===== src/pbwc_defines.svh =====
/*
 * Constants of the peripheral bus wait control block: widths, wait counts,
 * target codes.
 * Assumes inclusion by bare name from the package and from the design modules.
 */
`ifndef PBWC_DEFINES_SVH
`define PBWC_DEFINES_SVH

// ----------------------------------------------------------------------------
// Widths
// ----------------------------------------------------------------------------
`define PBWC_DATA_W 8
`define PBWC_CNT_W 8
`define PBWC_SYNC_W 9

// ----------------------------------------------------------------------------
// Wait clocks per access type
// ----------------------------------------------------------------------------
`define PBWC_WAIT_SERIAL_RX 8'h01

// ----------------------------------------------------------------------------
// Target codes, CPU side decode
// ----------------------------------------------------------------------------
`define PBWC_TGT_NONE 2'h0
`define PBWC_TGT_SERIAL0_RX_STATUS 2'h1
`define PBWC_TGT_SERIAL1_RX_STATUS 2'h2
`define PBWC_TGT_OTHER 2'h3

`endif


===== src/pbwc_pkg.sv =====
/*
 * Types of the peripheral bus wait control block.
 * Assumes pbwc_defines.svh is on the include path.
 */
`include "pbwc_defines.svh"

package pbwc_pkg;

    // ------------------------------------------------------------------------
    // Access carrier
    // ------------------------------------------------------------------------
    typedef logic [1:0] pbwc_target_t;

    typedef struct packed {
        logic rd;
        pbwc_target_t target;
    } pbwc_access_s;

    typedef enum logic [1:0] {
        PBWC_IDLE = 2'b01,
        PBWC_WAIT = 2'b10
    } pbwc_state_e;

endpackage : pbwc_pkg


===== src/pbwc_wait_ctrl.sv =====
/*
 * CPU side wait insertion for accesses to the asynchronous peripheral bus.
 * Assumes the CPU pulses one access request at a time and waits for ack,
 * and the peripheral side drives a busy level and read data, both from its
 * own unrelated clock.
 */
`timescale 1ns/1ps
`include "pbwc_defines.svh"

// Summary of operation
// Peripheral bus asynchronous; conflicting data untrusted
// Repeat conflicting access until data valid
// Stall next instruction during the wait
// Execution grows by exactly inserted wait clocks
// Only serial status reads wait, one clock
// Peripheral wait request synchronised before stalling
module pbwc_wait_ctrl (
    input wire logic sys_clk,
    input wire logic reset_n,
    input wire logic acc_req,
    input wire pbwc_pkg::pbwc_access_s acc,
    input wire logic periph_busy,
    input wire logic [`PBWC_DATA_W-1:0] periph_rdata,
    output logic cpu_stall,
    output logic acc_ack,
    output logic [`PBWC_DATA_W-1:0] acc_rdata,
    output logic [`PBWC_CNT_W-1:0] wait_clks
);

    // ------------------------------------------------------------------------
    // Synchronisation of peripheral side signals
    // ------------------------------------------------------------------------
    logic [`PBWC_SYNC_W-1:0] sync_bus;
    logic busy_s;
    logic [`PBWC_DATA_W-1:0] rdata_s;

    pbwc_sync3 u_sync (
        .sys_clk(sys_clk),
        .reset_n(reset_n),
        .async_in({periph_busy, periph_rdata}),
        .sync_out(sync_bus)
    );

    // Data bits cross on their own; serial status reads trust them only behind a low busy
    assign busy_s = sync_bus[`PBWC_SYNC_W-1];
    assign rdata_s = sync_bus[`PBWC_DATA_W-1:0];

    // ------------------------------------------------------------------------
    // Decode of accesses that raise a wait request
    // ------------------------------------------------------------------------
    // Writes and all other targets complete without a wait
    logic needs_wait;

    always_comb
    begin
        needs_wait = acc.rd && ((acc.target == `PBWC_TGT_SERIAL0_RX_STATUS) ||
                                (acc.target == `PBWC_TGT_SERIAL1_RX_STATUS));
    end

    // ------------------------------------------------------------------------
    // Wait sequencer events
    // ------------------------------------------------------------------------
    pbwc_pkg::pbwc_state_e state_q;
    pbwc_pkg::pbwc_state_e state_d;
    logic [`PBWC_CNT_W-1:0] cnt_q;
    logic [`PBWC_CNT_W-1:0] cnt_d;
    logic take_wait;
    logic take_plain;
    logic retry_due;
    logic retry_busy;
    logic retry_done;

    // Requests in the wait state are dropped; the CPU has no second slot
    always_comb
    begin
        take_wait = 1'b0;
        take_plain = 1'b0;
        retry_due = 1'b0;
        unique case (state_q)
            pbwc_pkg::PBWC_IDLE:
            begin
                take_wait = acc_req && needs_wait;
                take_plain = acc_req && !needs_wait;
            end
            pbwc_pkg::PBWC_WAIT:
            begin
                retry_due = (cnt_q == 8'h01);
            end
        endcase
        // Conflict seen at retry; access is repeated
        retry_busy = retry_due && busy_s;
        retry_done = retry_due && !busy_s;
    end

    // ------------------------------------------------------------------------
    // Sequencer state and retry counter
    // ------------------------------------------------------------------------
    always_comb
    begin
        state_d = state_q;
        cnt_d = cnt_q;
        if (take_wait)
        begin
            // Pipeline held off before the first returned value is used
            state_d = pbwc_pkg::PBWC_WAIT;
            cnt_d = `PBWC_WAIT_SERIAL_RX;
        end
        else if (retry_busy)
        begin
            // Reload rather than count on; each repetition costs one more clock
            cnt_d = `PBWC_WAIT_SERIAL_RX;
        end
        else if (retry_done)
        begin
            state_d = pbwc_pkg::PBWC_IDLE;
            cnt_d = '0;
        end
        else if (state_q == pbwc_pkg::PBWC_WAIT)
        begin
            cnt_d = cnt_q - 8'h01;
        end
    end

    always_ff @(posedge sys_clk)
    begin
        if (!reset_n)
        begin
            state_q <= pbwc_pkg::PBWC_IDLE;
            cnt_q <= '0;
        end
        else
        begin
            state_q <= state_d;
            cnt_q <= cnt_d;
        end
    end

    // ------------------------------------------------------------------------
    // Wait clock count
    // ------------------------------------------------------------------------
    logic [`PBWC_CNT_W-1:0] wait_clks_q;
    logic [`PBWC_CNT_W-1:0] wait_clks_d;

    // One count per clock in the wait state, retries included; wraps past all ones
    always_comb
    begin
        wait_clks_d = wait_clks_q;
        if (take_wait || take_plain)
        begin
            wait_clks_d = '0;
        end
        else if (state_q == pbwc_pkg::PBWC_WAIT)
        begin
            wait_clks_d = wait_clks_q + 8'h01;
        end
    end

    always_ff @(posedge sys_clk)
    begin
        if (!reset_n)
        begin
            wait_clks_q <= '0;
        end
        else
        begin
            wait_clks_q <= wait_clks_d;
        end
    end

    // ------------------------------------------------------------------------
    // Stall, acknowledge and read data
    // ------------------------------------------------------------------------
    logic stall_q;
    logic stall_d;
    logic ack_q;
    logic ack_d;
    logic [`PBWC_DATA_W-1:0] rdata_q;
    logic [`PBWC_DATA_W-1:0] rdata_d;

    // Data taken on a plain access, or at the retry when the synchronised busy level is low
    always_comb
    begin
        stall_d = stall_q;
        ack_d = 1'b0;
        rdata_d = rdata_q;
        if (take_wait)
        begin
            stall_d = 1'b1;
        end
        else if (take_plain || retry_done)
        begin
            stall_d = 1'b0;
            ack_d = 1'b1;
            rdata_d = rdata_s;
        end
    end

    always_ff @(posedge sys_clk)
    begin
        if (!reset_n)
        begin
            stall_q <= 1'b0;
            ack_q <= 1'b0;
            rdata_q <= '0;
        end
        else
        begin
            stall_q <= stall_d;
            ack_q <= ack_d;
            rdata_q <= rdata_d;
        end
    end

    // ------------------------------------------------------------------------
    // Outputs, all registered
    // ------------------------------------------------------------------------
    assign cpu_stall = stall_q;
    assign acc_ack = ack_q;
    assign acc_rdata = rdata_q;
    assign wait_clks = wait_clks_q;

endmodule : pbwc_wait_ctrl


===== src/pbwc_sync3.sv =====
/*
 * Three-stage input synchroniser; a bit changes once stages two and three agree.
 * Assumes asynchronous inputs and sys_clk as the sampling clock.
 */
`timescale 1ns/1ps
`include "pbwc_defines.svh"

module pbwc_sync3 (
    input wire logic sys_clk,
    input wire logic reset_n,
    input wire logic [`PBWC_SYNC_W-1:0] async_in,
    output logic [`PBWC_SYNC_W-1:0] sync_out
);

    // ------------------------------------------------------------------------
    // Per-bit stages
    // ------------------------------------------------------------------------
    genvar gi;
    generate
        for (gi = 0; gi < `PBWC_SYNC_W; gi = gi + 1)
        begin : g_bit
            logic s1_q;
            logic s2_q;
            logic s3_q;
            logic out_q;
            logic out_d;

            always_comb
            begin
                out_d = (s2_q == s3_q) ? s3_q : out_q;
            end

            // First stage feeds only the second; metastability stays contained
            always_ff @(posedge sys_clk)
            begin
                if (!reset_n)
                begin
                    s1_q <= 1'b0;
                    s2_q <= 1'b0;
                    s3_q <= 1'b0;
                    out_q <= 1'b0;
                end
                else
                begin
                    s1_q <= async_in[gi];
                    s2_q <= s1_q;
                    s3_q <= s2_q;
                    out_q <= out_d;
                end
            end

            assign sync_out[gi] = out_q;
        end
    endgenerate

endmodule : pbwc_sync3


===== config.mk =====
export PLATFORM = sky130hd
export DESIGN_NAME = pbwc_wait_ctrl
export DESIGN_NICKNAME = d
export VERILOG_FILES = /design/src/pbwc_pkg.sv /design/src/pbwc_wait_ctrl.sv /design/src/pbwc_sync3.sv
export VERILOG_INCLUDE_DIRS = /design/src
export SDC_FILE = /design/constraint.sdc
export NUM_CORES = 1
export LEC_CHECK = 0
export ABC_AREA = 0
export BUFFER_PORTS_ARGS = -buffer_cell sky130_fd_sc_hd__buf_2
export CORE_AREA = 2 2 123 95
export DETAILED_ROUTE_END_ITERATION = 7
export DIE_AREA = 0 0 125 97
export PLACE_DENSITY = 0.48
export SETUP_SLACK_MARGIN = 0.5
export SLEW_MARGIN = 20
export SYNTH_ARGS = -nofsm -noshare
export SYNTH_HDL_FRONTEND = slang
export SYNTH_HIERARCHICAL = 1
export SYNTH_SLANG_ARGS = --single-unit

===== constraint.sdc =====
create_clock -name sys_clk -period 1.9 [get_ports sys_clk]
set_input_delay 0.285 -clock sys_clk [delete_from_list [all_inputs] [get_ports sys_clk]]
set_output_delay 0.285 -clock sys_clk [all_outputs]
set_load 0.01 [all_outputs]

---- Word level (Yosys, flattened, before mapping) ----
Index checks and enable logic that the tools add are counted.
operators by class
  multiplexer cells ....................... 13
  add/subtract/negate cells ............... 2
  reduce and logical (&&, ||, !) cells .... 18
  bitwise logic cells ..................... 2
  equality and inequality tests ........... 15
operators by type and width
  operator                                           count
  two-way mux 1 bit                                  10
  == test 1 bit                                      9
  adder 8 x 1 -> 8 bit (second input constant)       1
  == test 8 x 1 -> 1 bit (second input constant)     1
  subtractor 8 x 1 -> 8 bit (second input constant)  1
  two-way mux 2 bit                                  3
  logical AND 1 bit                                  5
  == test 2 x 1 -> 1 bit (second input constant)     2
  == test 2 bit (second input constant)              2
  AND reduction 2 bit                                2
  nonzero test 2 bit                                 2
  nonzero test 4 bit                                 1
  OR reduction 2 bit                                 2
  OR reduction 4 bit                                 1
  logical OR 1 bit                                   3
  logical NOT 1 bit                                  2
  != test 2 bit (second input constant)              1
  NOT 1 bit                                          2
word-level totals
  bits of input ports ..................... 15
  register bits after elaboration ......... 64
  output and inout port bits .............. 18

---- Longest topological paths before layout ----
  depth after elaboration ................. 9
  mapped depth ............................ 7

---- By module ----
The synthesis kept the hierarchy.
modules (own cells, without submodules)
  module          cells an instance  instances  area an instance (sq um)  seq. area each (sq um)
  pbwc_wait_ctrl  164                1          1,448.9                   560.5
  pbwc_sync3      102                1          1,138.6                   720.7

---- Least setup slack after synthesis ----
Ideal clock, no wire load.
  path kind ............................... reg-to-reg
  start point ............................. reg cnt_q[0]
  end point ............................... reg rdata_q[7], in the netlist acc_rdata[7]
  slack ................................... 427 ps
  arrival ................................. 1,340 ps
  data required time ...................... 1,767 ps
  path buffers ............................ 1
  cell stages (with the launch flop) ...... 7
  cell sequence ........................... dfxtp_1 > ha_1 > nor4b_2 > nand3_2 > buf_6 > nand3_1 > o311ai_2
between the ends
  longest elaborated chain between the ends .. 5
ends and longest elaborated chain
  element                               RTL line               text
  from (decl)                           pbwc_wait_ctrl.sv:65   logic [`PBWC_CNT_W-1:0] cnt_q;
  from (signal assigned)                pbwc_wait_ctrl.sv:134  cnt_q <= cnt_d;
  == test 8 x 1 -> 1 bit                pbwc_wait_ctrl.sv:87   retry_due = (cnt_q == 8'h01);
  two-way mux 1 bit                     pbwc_wait_ctrl.sv:79   unique case (state_q)
  logical AND 1 bit                     pbwc_wait_ctrl.sv:92   retry_done = retry_due && !busy_s;
  logical OR 1 bit                      pbwc_wait_ctrl.sv:190  else if (take_plain || retry_done)
  AND reduction 2 bit (no source line)  n/a
  to (signal assigned)                  pbwc_wait_ctrl.sv:210  rdata_q <= rdata_d;
  to (decl)                             pbwc_wait_ctrl.sv:177  logic [`PBWC_DATA_W-1:0] rdata_q;
No other way between the ends.
A chain may end at the register's enable or synchronous reset.

---- Worst setup path in the final report ----
  start point ............................. reg cnt_q[1]
  end point ............................... reg rdata_q[6], in the netlist acc_rdata[6]
Same word-level chain as after synthesis.

==> summary.txt <==
Status: complete, no violations
Area grow syn2layout: 32.5%
DR vias: 1963
CP endpoint kind: flip-flop
Crit Path Category: flip-flop to flip-flop
Clock root buffer: clkbuf_16
Worst VDD drop: 0.000365 V
Clk sink count: 64
Yosys top cell by area: dfxtp_1
Mapped cell area: 0.00259 mm²
Chip width: 125 µm
Finished Cell Area: 0.00343 mm²
Slowest CP cell: dfxtp_2
# port buffers: 32
#FFs+latches synth: 64
Utilization after layout: 31.7%
Share of layout cells above drive strength 1: 37.3%
Slew headroom: 77.2%
Yosys top cell area share: 49.5%
Num CTS Buffers: 9
Total global routing overflow: 0
Most common library cells after synthesis: dfxtp_1 (64), and2_1 (29), nand2_1 (27)
Worst hold slack: 0.160 ns
Worst setup slack after layout: 0.481 ns
Initial antenna violation count: 0
Placement Cell Area: 0.00287 mm²
DIE HEIGHT: 97 µm
Largest cells by area after synthesis: dfxtp_1 (50%), and2_1 (7.0%), nand2_1 (3.9%)
Async S/R FF share, synth: 0%
Top Ports: 33
DRT Pass-1 Iters: 4
DP Worst Slack: 0.237 ns
Synthesized area per cell: 9.73 µm²
DRC errors left: 0
Synth Flop Type: dfxtp_1
Total power density per cell area: 903 mW/mm²
CP cell instances: inv_2 -> ha_4 -> nor4b_4 -> buf_6 -> nand3_4 -> o311ai_2
Post-synth cell types: 39
Final slew viol count: 0
Max Fclk: 705 MHz
DIE AREA: 0.0121 mm²
Clock latency on the worst-skew pair: 0.33 ns
CORE AREA: 0.0108 mm²
Vias in the first global route: 1868
Largest net degree at the start of global routing: 34
DRT iter0 DRCs: 110
Unrepaired setup endpoints after global routing: yes
Final Skew: 0.00717 ns
Post-synth net total: 284
TritonCTS clock tree: yes
Setup_tns: 0 ns
CTS H-Tree Depth: 3
Fin crit period: 1.42 ns
Mapped Cells: 266
Initial Util: 23.9%
Most numerous cell in the Yosys netlist: dfxtp_1
Clk buf depth: 2
Hold Vio Cnt, Final: 0
Slew at the pin closest to its max-slew limit: 0.341 ns
Placer Congestion: 0.742
Average routed wire per standard cell: 12.2 µm
Std-Cell Rows: 33
Hpwl dp: 3410 µm
Seq/Total Area, Yosys: 49.5%
Tcrit/Tclk final: 74.7%
Final ANT Viol Nets: 0
Critical Path RT: 2.14 ns
Vias per cell: 4.32
Leak: 0.00127 µW
Ant diodes: 0
GRT Total Usage: 9.60%
Final setup viols: 0
Hold Crit Class: input port to flip-flop
Worst-path clk slew: 0.06 ns
Final WL: 5520 µm
Layout Nets: 327
Worst endpoint data arrival time: 1.66 ns
# hold bufs at CTS: 0
Ys Warns: 6
Maxcap violations: 0
Buffers and inverters on the worst path: 2
Crit path max fanout: 5
EDFF count, synth: 0
First-pass GRT wire length: 9270 µm
Critical path's top delay family: flip-flops
Max incr delay on CP: 0.34 ns
Startpoint types: flip-flop
-- cell families (layout without fill, tap and decap cells) --
| group | Yosys count | count (layout) | synth area share [%] |
|---|---|---|---|
| and+or+nand+nor | 111 | 114 | 23.6 |
| AOI/OAI and AO/OA | 52 | 52 | 14.3 |
| buffers and inverters | 22 | 67 | 6.04 |
| DFF | 64 | 64 | 49.5 |
| adders and majority gates | 3 | 3 | 1.45 |
| xor gates and xnor gates | 13 | 13 | 4.69 |
| muxes | 1 | 1 | 0.387 |
-- path summary, 6_finish.rpt --
path	startpoint	slack (ns)	depth (start not counted)	endpoint
setup / recovery	cnt_q[1]	0.48	6	acc_rdata[6]
hold / removal	periph_rdata[4]	0.16	2	u_sync/g_bit[4].s1_q
setup reg to reg	cnt_q[1]	0.48	6	acc_rdata[6]
hold reg to reg	u_sync/g_bit[0].s1_q	0.43	1	u_sync/g_bit[0].s2_q
-- report_power, final --
group / total (µW) / leakage [µW] / internal [µW] / switching [µW]
logic: 183 / 0.000615 / 81.6 / 101
registers: 1400 / 0.000524 / 1380 / 21.9
clock network: 1520 / 0.000135 / 918 / 597
total: 3100 / 0.00127 / 2380 / 721
-- layer usage --
metal,vias to the layer above,track usage (%),part of all wire (%)
li1,1005,-,-
met1,923,12.3,47
met4,0,3.59,1.5
met3,6,3.87,4.6
met5,-,0,0
met2,29,14.5,47
-- sequential cells by signal, indices dropped and copies added (netlist names) --
signal              cells
acc_ack                 1
acc_rdata               8
cnt_q                   8
cpu_stall               1
state_q                 2
u_sync/g_bit.out_q      9
u_sync/g_bit.s1_q       9
u_sync/g_bit.s2_q       9
u_sync/g_bit.s3_q       9
wait_clks               8
-- metrics by stage --
stage | total power (µW) | instances
6_report | 3100 | 454
4_1_cts | 3150 | 453
3_3_place_gp | 1570 | 428
2_1_floorplan | 1520 | 266
3_5_place_dp | 1570 | 428
5_1_grt | 3230 | 454
-- cell usage in the layout, fill, tap and decap left out, drive strengths merged, types with 2 or more instances in the layout --
cell	instances
a211oi	9
a21boi	11
a21oi	13
and2	36
and3	3
buf	48
clkbuf	11
clkinv	3
clkinvlp	2
dfxtp	64
ha	3
inv	3
nand2	27
nand3	16
nand4	5
nor2	16
nor2b	3
nor4b	2
o21ai	10
o311ai	8
xnor2	2
xor2	11
-- repair_timing --
item	CTS	global route
cloned	2	1
gates resized for setup	8	33
buffers inserted	7	0
pin swaps	10	9
setup endpoints to repair	21	22
-- cell type report --
| type | instances | area (µm²) |
|---|---|---|
| clock buffers | 10 | 239 |
| clock inverters | 6 | 42.5 |
| fillers | 1115 | 7390 |
| inverters | 2 | 7.51 |
| multi-input cells | 183 | 1380 |
| flip-flops and latches | 64 | 1290 |
| well taps | 140 | 175 |
| repair buffers | 49 | 294 |
(Power assumes the default switching activity.)
